[src/shared/thermal_alarm_regs.svh]
`ifndef THERMAL_ALARM_REGS_SVH
`define THERMAL_ALARM_REGS_SVH

// ****************************************************************
// Command codes
// ****************************************************************
`define CMD_THIRD_STATUS   8'h0A
`define CMD_FIRST_MASK     8'h0C
`define CMD_MODEL_STATUS   8'h38

// ****************************************************************
// Field layout and reset values
// ****************************************************************
`define NUM_CHANNELS       5
`define FLAG_MSB           4
`define TEMP_W             8
`define FIRST_MASK_RESET   5'h19
`define FLAGS_RESET        5'h00
`define MODEL_RESET        4'h0
`define READ_IDLE          8'h00
`define PAD_ZERO3          3'h0
`define PAD_ZERO1          1'h0
`define PIN_RELEASED       1'h1

`endif

[src/shared/thermal_alarm_pkg.sv]
`default_nettype none

package thermal_alarm_pkg;

  // One 8-bit byte as seen by the management bus.
  typedef logic [7:0] bus_byte_t;

  // One flag per channel: bit 0 local, bits 1 to 4 remote 1 to 4.
  typedef logic [4:0] chan_flags_t;

  // One flag per remote channel, remote 1 in bit 0.
  typedef logic [3:0] remote_flags_t;

  // Temperature reading or limit, whole degrees.
  typedef logic [7:0] temp_t;

  // Reading plus hysteresis, one bit wider so it cannot wrap.
  typedef logic [8:0] temp_sum_t;

endpackage : thermal_alarm_pkg

`default_nettype wire

[src/design/thermal_alarm_status_mask.sv]
`timescale 1ns/1ps
`default_nettype none
`include "thermal_alarm_regs.svh"

module thermal_alarm_status_mask
  import thermal_alarm_pkg::*;
(
  // Clock, reset and clock enable
  input  wire logic        ref_clk_in,
  input  wire logic        rstn_in,
  input  wire logic        ce_in,

  // Register access from the management bus engine
  input  wire logic [7:0]  cmd_in,
  input  wire logic        wr_en_in,
  input  wire logic [7:0]  wr_data_in,
  input  wire logic        rd_en_in,
  output logic      [7:0]  rd_data_out,

  // Conversion results, one byte per channel, local in the low byte
  input  wire logic        conv_valid_in,
  input  wire logic [39:0] reading_in,
  input  wire logic [39:0] first_limit_in,
  input  wire logic [39:0] third_limit_in,
  input  wire logic [7:0]  hysteresis_in,

  // Third-output mask and diode model detection, held elsewhere
  input  wire logic [4:0]  third_mask_in,
  input  wire logic [3:0]  beta_comp_en_in,
  input  wire logic [3:0]  std_transistor_in,

  // Critical-temperature pins
  output logic             crit_output_first_n_out,
  output logic             crit_output_third_n_out
);

  // ****************************************************************
  // Registers
  // ****************************************************************
  chan_flags_t   third_flags_q;
  chan_flags_t   third_flags_d;
  chan_flags_t   first_flags_q;
  chan_flags_t   first_flags_d;
  chan_flags_t   first_mask_q;
  remote_flags_t model_flags_q;
  bus_byte_t     rd_data_q;
  logic          crit_first_n_q;
  logic          crit_third_n_q;

  // ****************************************************************
  // Per-channel hysteresis comparators
  // ****************************************************************
  // A flag holds its value between the set and clear thresholds. The
  // clear test adds the hysteresis to the reading instead of taking it
  // from the limit, so a small limit never wraps to a huge threshold.
  genvar ch;
  generate
    for (ch = 0; ch < `NUM_CHANNELS; ch = ch + 1) begin : g_chan
      temp_t     reading;
      temp_t     lim_first;
      temp_t     lim_third;
      temp_sum_t lifted;

      assign reading   = reading_in[ch*`TEMP_W +: `TEMP_W];
      assign lim_first = first_limit_in[ch*`TEMP_W +: `TEMP_W];
      assign lim_third = third_limit_in[ch*`TEMP_W +: `TEMP_W];
      assign lifted    = {1'h0, reading} + {1'h0, hysteresis_in};

      always_comb begin
        third_flags_d[ch] = third_flags_q[ch];
        if (reading >= lim_third) begin
          third_flags_d[ch] = 1'h1;
        end else if (lifted < {1'h0, lim_third}) begin
          third_flags_d[ch] = 1'h0;
        end
      end

      always_comb begin
        first_flags_d[ch] = first_flags_q[ch];
        if (reading >= lim_first) begin
          first_flags_d[ch] = 1'h1;
        end else if (lifted < {1'h0, lim_first}) begin
          first_flags_d[ch] = 1'h0;
        end
      end
    end
  endgenerate

  // ****************************************************************
  // Request decode
  // ****************************************************************
  // Every strobe is qualified by the clock enable here, so the storage
  // below never acts on a request that arrives while the block is frozen.
  logic mask_wr_hit;
  logic rd_take;
  logic conv_take;

  assign mask_wr_hit = ce_in && wr_en_in && (cmd_in == `CMD_FIRST_MASK);
  assign rd_take     = ce_in && rd_en_in;
  assign conv_take   = ce_in && conv_valid_in;

  // ****************************************************************
  // Status flags
  // ****************************************************************
  // Third and first flags move only on a finished conversion; reads never touch any flag.
  always_ff @(posedge ref_clk_in or negedge rstn_in) begin
    if (!rstn_in) begin
      third_flags_q <= `FLAGS_RESET;
    end else if (conv_take) begin
      third_flags_q <= third_flags_d;
    end
  end

  // The first flags have no readable word here; they only reach the
  // outside through the first pin.
  always_ff @(posedge ref_clk_in or negedge rstn_in) begin
    if (!rstn_in) begin
      first_flags_q <= `FLAGS_RESET;
    end else if (conv_take) begin
      first_flags_q <= first_flags_d;
    end
  end

  // Model mismatch follows the detector continuously.
  always_ff @(posedge ref_clk_in or negedge rstn_in) begin
    if (!rstn_in) begin
      model_flags_q <= `MODEL_RESET;
    end else if (ce_in) begin
      model_flags_q <= beta_comp_en_in & std_transistor_in;
    end
  end

  // ****************************************************************
  // First-output mask register
  // ****************************************************************
  // Bits 7 to 5 of a write are dropped, so they always read back zero.
  always_ff @(posedge ref_clk_in or negedge rstn_in) begin
    if (!rstn_in) begin
      first_mask_q <= `FIRST_MASK_RESET;
    end else if (mask_wr_hit) begin
      first_mask_q <= wr_data_in[`FLAG_MSB:0];
    end
  end

  // ****************************************************************
  // Read data
  // ****************************************************************
  // Each readable word is built once with its reserved bits at zero,
  // so the read selector below only chooses.
  bus_byte_t third_word;
  bus_byte_t model_word;
  bus_byte_t mask_word;

  assign third_word = {`PAD_ZERO3, third_flags_q};
  assign model_word = {`PAD_ZERO3, model_flags_q, `PAD_ZERO1};
  assign mask_word  = {`PAD_ZERO3, first_mask_q};

  // Unmapped codes answer zero so a stray read is harmless.
  always_ff @(posedge ref_clk_in or negedge rstn_in) begin
    if (!rstn_in) begin
      rd_data_q <= `READ_IDLE;
    end else if (rd_take) begin
      case (cmd_in)
        `CMD_THIRD_STATUS: rd_data_q <= third_word;
        `CMD_MODEL_STATUS: rd_data_q <= model_word;
        `CMD_FIRST_MASK:   rd_data_q <= mask_word;
        default:           rd_data_q <= `READ_IDLE;
      endcase
    end
  end

  // ****************************************************************
  // Unmasked events
  // ****************************************************************
  // A set mask bit hides its channel; a pin is active while any
  // surviving event remains.
  chan_flags_t first_events;
  chan_flags_t third_events;
  logic        first_active;
  logic        third_active;

  assign first_events = first_flags_q & ~first_mask_q;
  assign third_events = third_flags_q & ~third_mask_in;
  assign first_active = |first_events;
  assign third_active = |third_events;

  // ****************************************************************
  // Critical pins
  // ****************************************************************
  // Registered so the pins never glitch while mask bits change, at the
  // cost of one cycle of lag behind the flags.
  always_ff @(posedge ref_clk_in or negedge rstn_in) begin
    if (!rstn_in) begin
      crit_first_n_q <= `PIN_RELEASED;
    end else if (ce_in) begin
      crit_first_n_q <= ~first_active;
    end
  end

  always_ff @(posedge ref_clk_in or negedge rstn_in) begin
    if (!rstn_in) begin
      crit_third_n_q <= `PIN_RELEASED;
    end else if (ce_in) begin
      crit_third_n_q <= ~third_active;
    end
  end

  assign rd_data_out             = rd_data_q;
  assign crit_output_first_n_out = crit_first_n_q;
  assign crit_output_third_n_out = crit_third_n_q;

endmodule : thermal_alarm_status_mask

`default_nettype wire

[config.mk]
export PLATFORM = sky130hd
export DESIGN_NAME = thermal_alarm_status_mask
export DESIGN_NICKNAME = d
export VERILOG_FILES = /design/src/shared/thermal_alarm_pkg.sv /design/src/design/thermal_alarm_status_mask.sv
export VERILOG_INCLUDE_DIRS = /design/src /design/src/shared
export SDC_FILE = /design/constraint.sdc
export NUM_CORES = 1
export LEC_CHECK = 0
export ABC_CLOCK_PERIOD_IN_PS = 1100
export BUFFER_PORTS_ARGS = -buffer_cell sky130_fd_sc_hd__buf_2
export CAP_MARGIN = 40
export CORE_ASPECT_RATIO = 1.75
export CORE_MARGIN = 3
export CORE_UTILIZATION = 49
export DETAILED_ROUTE_END_ITERATION = 16
export PLACE_DENSITY = 0.79
export SYNTH_ARGS = -nofsm -noshare
export SYNTH_HDL_FRONTEND = slang
export SYNTH_SLANG_ARGS = --single-unit
[constraint.sdc]
create_clock -name ref_clk_in -period 1.1 [get_ports ref_clk_in]
set_clock_uncertainty 0.05 [all_clocks]
set_input_delay 0.165 -clock ref_clk_in [delete_from_list [all_inputs] [get_ports ref_clk_in]]
set_output_delay 0.165 -clock ref_clk_in [all_outputs]
set_load 0.01 [all_outputs]
# Word level (Yosys, flattened, before mapping)
# Index checks and enable logic that the tools add are counted.
[word_totals]
register_bits = 29
input_bits = 163
out_inout_bits = 10
word_cells = 97
[classes]
addsub = 5
magnitude_cmp = 20
n_eq_ne = 3
mux = 21
bitwise = 7
reduce_logical = 26
[ops]
columns = ["cell", "count"]
rows = [
  ["$lt 9x8->1", 10],
  ["$ge 8x8->1", 10],
  ["$add 8x8->9", 5],
  ["$mux 1", 20],
  ["$reduce_and 2->1", 10],
  ["$reduce_bool 2->1", 10],
  ["$eq 8x4->1 const B", 2],
  ["$pmux 5 s3", 1],
  ["$and 5x5->5", 2],
  ["$not 5->5", 2],
  ["$reduce_or 5->1", 2],
  ["$eq 8x6->1 const B", 1],
  ["$and 4x4->4", 1],
  ["$logic_and 1x1->1", 4],
  ["$not 1->1", 2],
]

# Longest topological paths before layout
[depth]
depth_word = 4
depth_mapped = 13

# Least setup slack after synthesis
# OpenSTA, ideal clock, no wires.
[synth_timing]
path_type = "input to register"
start = "in reading_in[17]"
end = "reg first_flags_q[2]"
setup_time_ps = 126
arrival_time_ps = 2220
slack_ps = -1296
path_stages = 9
n_path_buf = 0
cell_sequence = "ha_1 a21o_1 a21oi_1 o21ai_0 o41ai_1 xnor2_1 ha_1 o41a_1 a311o_1"
[synth_via]
elab_chain_cells = 4
elab_cells_between_ends = 6
classes_between = "add/sub: 1; order compare: 2; mux: 1; reduce/logical: 2"
[synth_rtl]
columns = ["item", "line", "rtl"]
rows = [
  ["start, declared", "thermal_alarm_status_mask.sv:22", "input wire logic [39:0] reading_in,"],
  ["$add 8x8->9", "thermal_alarm_status_mask.sv:67", "assign lifted = {1'h0, reading} + {1'h0, hysteresis_in};"],
  ["$lt 9x8->1", "thermal_alarm_status_mask.sv:82", "end else if (lifted < {1'h0, lim_first}) begin"],
  ["$reduce_bool 2->1 (no source line)", "--", ""],
  ["$reduce_and 2->1 (no source line)", "--", ""],
  ["end signal, assigned", "thermal_alarm_status_mask.sv:118", "first_flags_q <= `FLAGS_RESET;"],
  ["end signal, assigned", "thermal_alarm_status_mask.sv:120", "first_flags_q <= first_flags_d;"],
  ["end, declared", "thermal_alarm_status_mask.sv:42", "chan_flags_t first_flags_q;"],
]
# Parallel ways exist; a longest one is shown, timed or not.
# A chain may end at the register's enable or synchronous reset.

# Final worst setup path
[layout_timing]
start = "in hysteresis_in[1]"
end = "reg third_flags_q[3]"
[layout_via]
elab_chain_cells = 4
[layout_rtl]
columns = ["item", "line", "rtl"]
rows = [
  ["start, declared", "thermal_alarm_status_mask.sv:25", "input wire logic [7:0] hysteresis_in,"],
  ["$add 8x8->9", "thermal_alarm_status_mask.sv:67", ""],
  ["$lt 9x8->1", "thermal_alarm_status_mask.sv:73", "end else if (lifted < {1'h0, lim_third}) begin"],
  ["$reduce_bool 2->1 (no source line)", "--", ""],
  ["$reduce_and 2->1 (no source line)", "--", ""],
  ["end signal, assigned", "thermal_alarm_status_mask.sv:108", "third_flags_q <= `FLAGS_RESET;"],
  ["end signal, assigned", "thermal_alarm_status_mask.sv:110", "third_flags_q <= third_flags_d;"],
  ["end, declared", "thermal_alarm_status_mask.sv:40", "chan_flags_t third_flags_q;"],
]
# No other way between the ends.

==> reports/metrics.yaml <==
floorplan:
  ios: 173
  die_area_um2: 13700
  die_h_um: 152
  floorplan.initialDensity_pct: 50.9
  die_w_um: 89.6
  rows: 52
  core-area_um2: 11800
synthesis:
  yosysTopAreaCellShare_pct: 39.6
  async_reset_ff_share_pct: 100
  yosysMostFrequentCell: "ha_1"
  syn_area_um2: 6000
  yosys_warnings: 0
  synthCells: 725
  synth-seq-area-share_pct: 11.0
  synth_seq_cells: 26
  synth_area_leaders: "ha_1, dfrtp_1, inv_1"
  synth_edf_count: 0
  syn_avg_cell_area_um2: 8.27
  synthDistinctLibCells: 48
  ys.flop_type: "dfrtp_1"
  synth.largest_area_cell: "ha_1"
  synthTopCellsByCount: "ha_1, inv_1, a21oi_1, nand2_1, o21ai_0"
global_route:
  grt_pass1_wl_mm: 30.1
  gr-total-overflow: 0
  grt_pass1_vias: 7128
  grt_max_degree: 27
  grtUsageTotal_pct: 27.6
  antenna_found_initial: 0
timing:
  finalCritPeriodShare_pct: 222
  fin_hold_ws_ps: 69.2
  rsz0062_at_grt: "yes"
  fin_crit_ps: 2450
  max_freq_mhz: 409
  hold_viol_final: 0
  final.setup.worst_slack_ps: -1350
  setup_viol: 21
  finalMaxSlewViolations: 0
placement:
  dp_hpwl_mm: 16.5
  post_dp_cell_area_um2: 8440
  port_buffers: 166
  place.gp.congestion: 0.895
  numPlacedInstances: 1214
clocking:
  clock_latency_ps: 270
  clk_pin_slew_ps: 80
  htree_levels: 1
  clockRootBuffer: "clkbuf_16"
  clockBufferDepth: 2
  cts_tree: "built"
  cts_sinks: 26
  cts_buffers: 3
power_and_ir_drop:
  powerDensity_nw_per_um2: 834
  power.leakage_nw: 4.92
  vdd_drop_max_mv: 0.618
critical_path:
  critical_path_class: "in -> reg"
  crit_arrival_ps: 2560
  critical_path_peak_fanout: 5
  path_cells: "buf_8 -> clkinvlp_4 -> buf_6 -> fa_2 -> nor2b_1 -> o21a_1 -> nor2_2 -> xnor2_2 -> ha_1 -> nand2_1 -> a21oi_2 -> a211oi_2 -> o21ai_1 -> a311o_1"
  max_stage_delay_ps: 350
  crit_path_end_kind: "flop"
  required_ps: 1210
  cpMaxStageDelayCell: "fa_2"
  cp-start-kind: "primary input"
layout:
  nets: 1428
  area_delta_synth_final_pct: 51.4
  fin_area_um2: 9080
  post-route-util_pct: 77.1
  diodes: 0
  fillers: 768
  fin_cells: 1231
  drive_above_1_share_pct: 43.0
route:
  drcViolationCount: 0
  vias: 6891
  wl_mm: 20.9
  first_pass_iters: 5
  routedWlPerCell_um: 17.0
  vias_per_cell: 5.60
  drt_iter0_markers: 213
  detail-route-antenna-nets: 0
outcome:
  violations: "setup timing"
  status: "complete, but fails checks"
run:
  maxCapViolations: 0
worst_hold_path:
  hp-class: "in -> reg"
-- registers in the layout, summed over array words and instances, names as in the netlist --
register                 count
model_flags_q                4
third_flags_q                5
first_flags_q                5
crit_output_first_n_out      1
rd_data_out                  5
crit_output_third_n_out      1
first_mask_q                 5
-- worst paths after layout --
path                                          from                       to  slack (ps)  cells past startpoint
setup / recovery                  hysteresis_in[1]         third_flags_q[3]       -1350                     14
hold / removal                std_transistor_in[0]         model_flags_q[0]          70                      3
setup reg to reg                   first_mask_q[0]  crit_output_first_n_out        -250                      4
hold reg to reg            crit_output_first_n_out  crit_output_first_n_out         440                      2
max in group asynchronous                  rstn_in          first_mask_q[0]         300                      3
min in group asynchronous                  rstn_in         first_flags_q[3]         380                      3
-- routing by layer --
| metal | global-route usage [%] | vias up | routed length, um |
|---|---|---|---|
| met5 | 0 | - | 0 |
| met4 | 18.9 | 0 | 1640 |
| met3 | 2.11 | 109 | 962 |
| met2 | 53.9 | 261 | 11600 |
| met1 | 24.4 | 3199 | 6730 |
| li1 | - | 3322 | - |
-- where the power goes --
group	leakage, nW	internal (mW)	switching [mW]
registers	0.309	1.19	0.299
logic	4.56	2.53	2.43
clock network	0.0511	0.727	0.385
-- layout make-up --
| type | count | area (um2) | share of cell area, % |
|---|---|---|---|
| clock buffer | 3 | 75.1 | 0.827 |
| tap | 162 | 203 | 2.23 |
| timing repair buffer | 343 | 2260 | 24.9 |
| multi-input combinational | 584 | 5430 | 59.8 |
| clock inverter | 1 | 30.0 | 0.331 |
| sequential | 26 | 658 | 7.25 |
| inverter | 112 | 424 | 4.67 |
-- logic make-up after synthesis --
logic type | Yosys count | share of synthesized area [%]
other cells | 1 | 0.0625
fa+ha+maj | 195 | 41.3
mux | 2 | 0.376
compound gates | 210 | 23.4
buf+inv | 117 | 7.51
flops | 26 | 11.0
simple gates | 144 | 12.0
xor+xnor | 30 | 4.38
-- cell usage in the layout (no fill, tap or decap), types with 5 or more instances in the layout --
cell type	n
inv_1	105
nand2_1	39
o21ai_2	5
a211oi_1	11
nor2b_1	11
nand2b_1	19
buf_2	159
buf_6	12
nand2_2	7
nand3_1	22
nor3_1	5
a21oi_2	14
a211oi_2	7
ha_4	9
ha_1	175
a21oi_1	49
dfrtp_1	20
xnor2_2	7
dfstp_2	5
nor2_1	19
xnor2_1	19
o21ai_0	27
o2111ai_1	12
buf_4	167
fa_2	5
o41ai_2	5
o21a_1	5
a21o_1	22
a311o_1	6
o21ai_1	13
o41a_1	6
ha_2	6
inv_2	6
-- per-stage QoR --
| step | setup TNS [ps] | setup WS, ps | power [mW] |
|---|---|---|---|
| after CTS | -12900 | -1330 | 7.04 |
| after global placement | -17900 | -1550 | 5.52 |
| after global routing | -15590 | -1490 | 8.12 |
| after detailed placement | -18670 | -1670 | 5.73 |
| after floorplan | -11760 | -1210 | 3.91 |
| final | -13960 | -1350 | 7.57 |
-- worst max-delay path, delay by kind of cell --
kind / cells / cell delay, ps
AOI/OAI and AO/OA: 5 / 850
and+or+nand+nor: 3 / 300
adders and majority gates: 2 / 640
xor gates and xnor gates: 1 / 180
buffers and inverters: 3 / 420
-- timing repair --
item	CTS	global route
resized for setup	26	75
endpoints found under the setup margin	19	24
hold buffers	1	0
hold endpoints to repair	21	0
setup buffers	6	8
pin swaps	42	79
(Power assumes the default switching activity.)
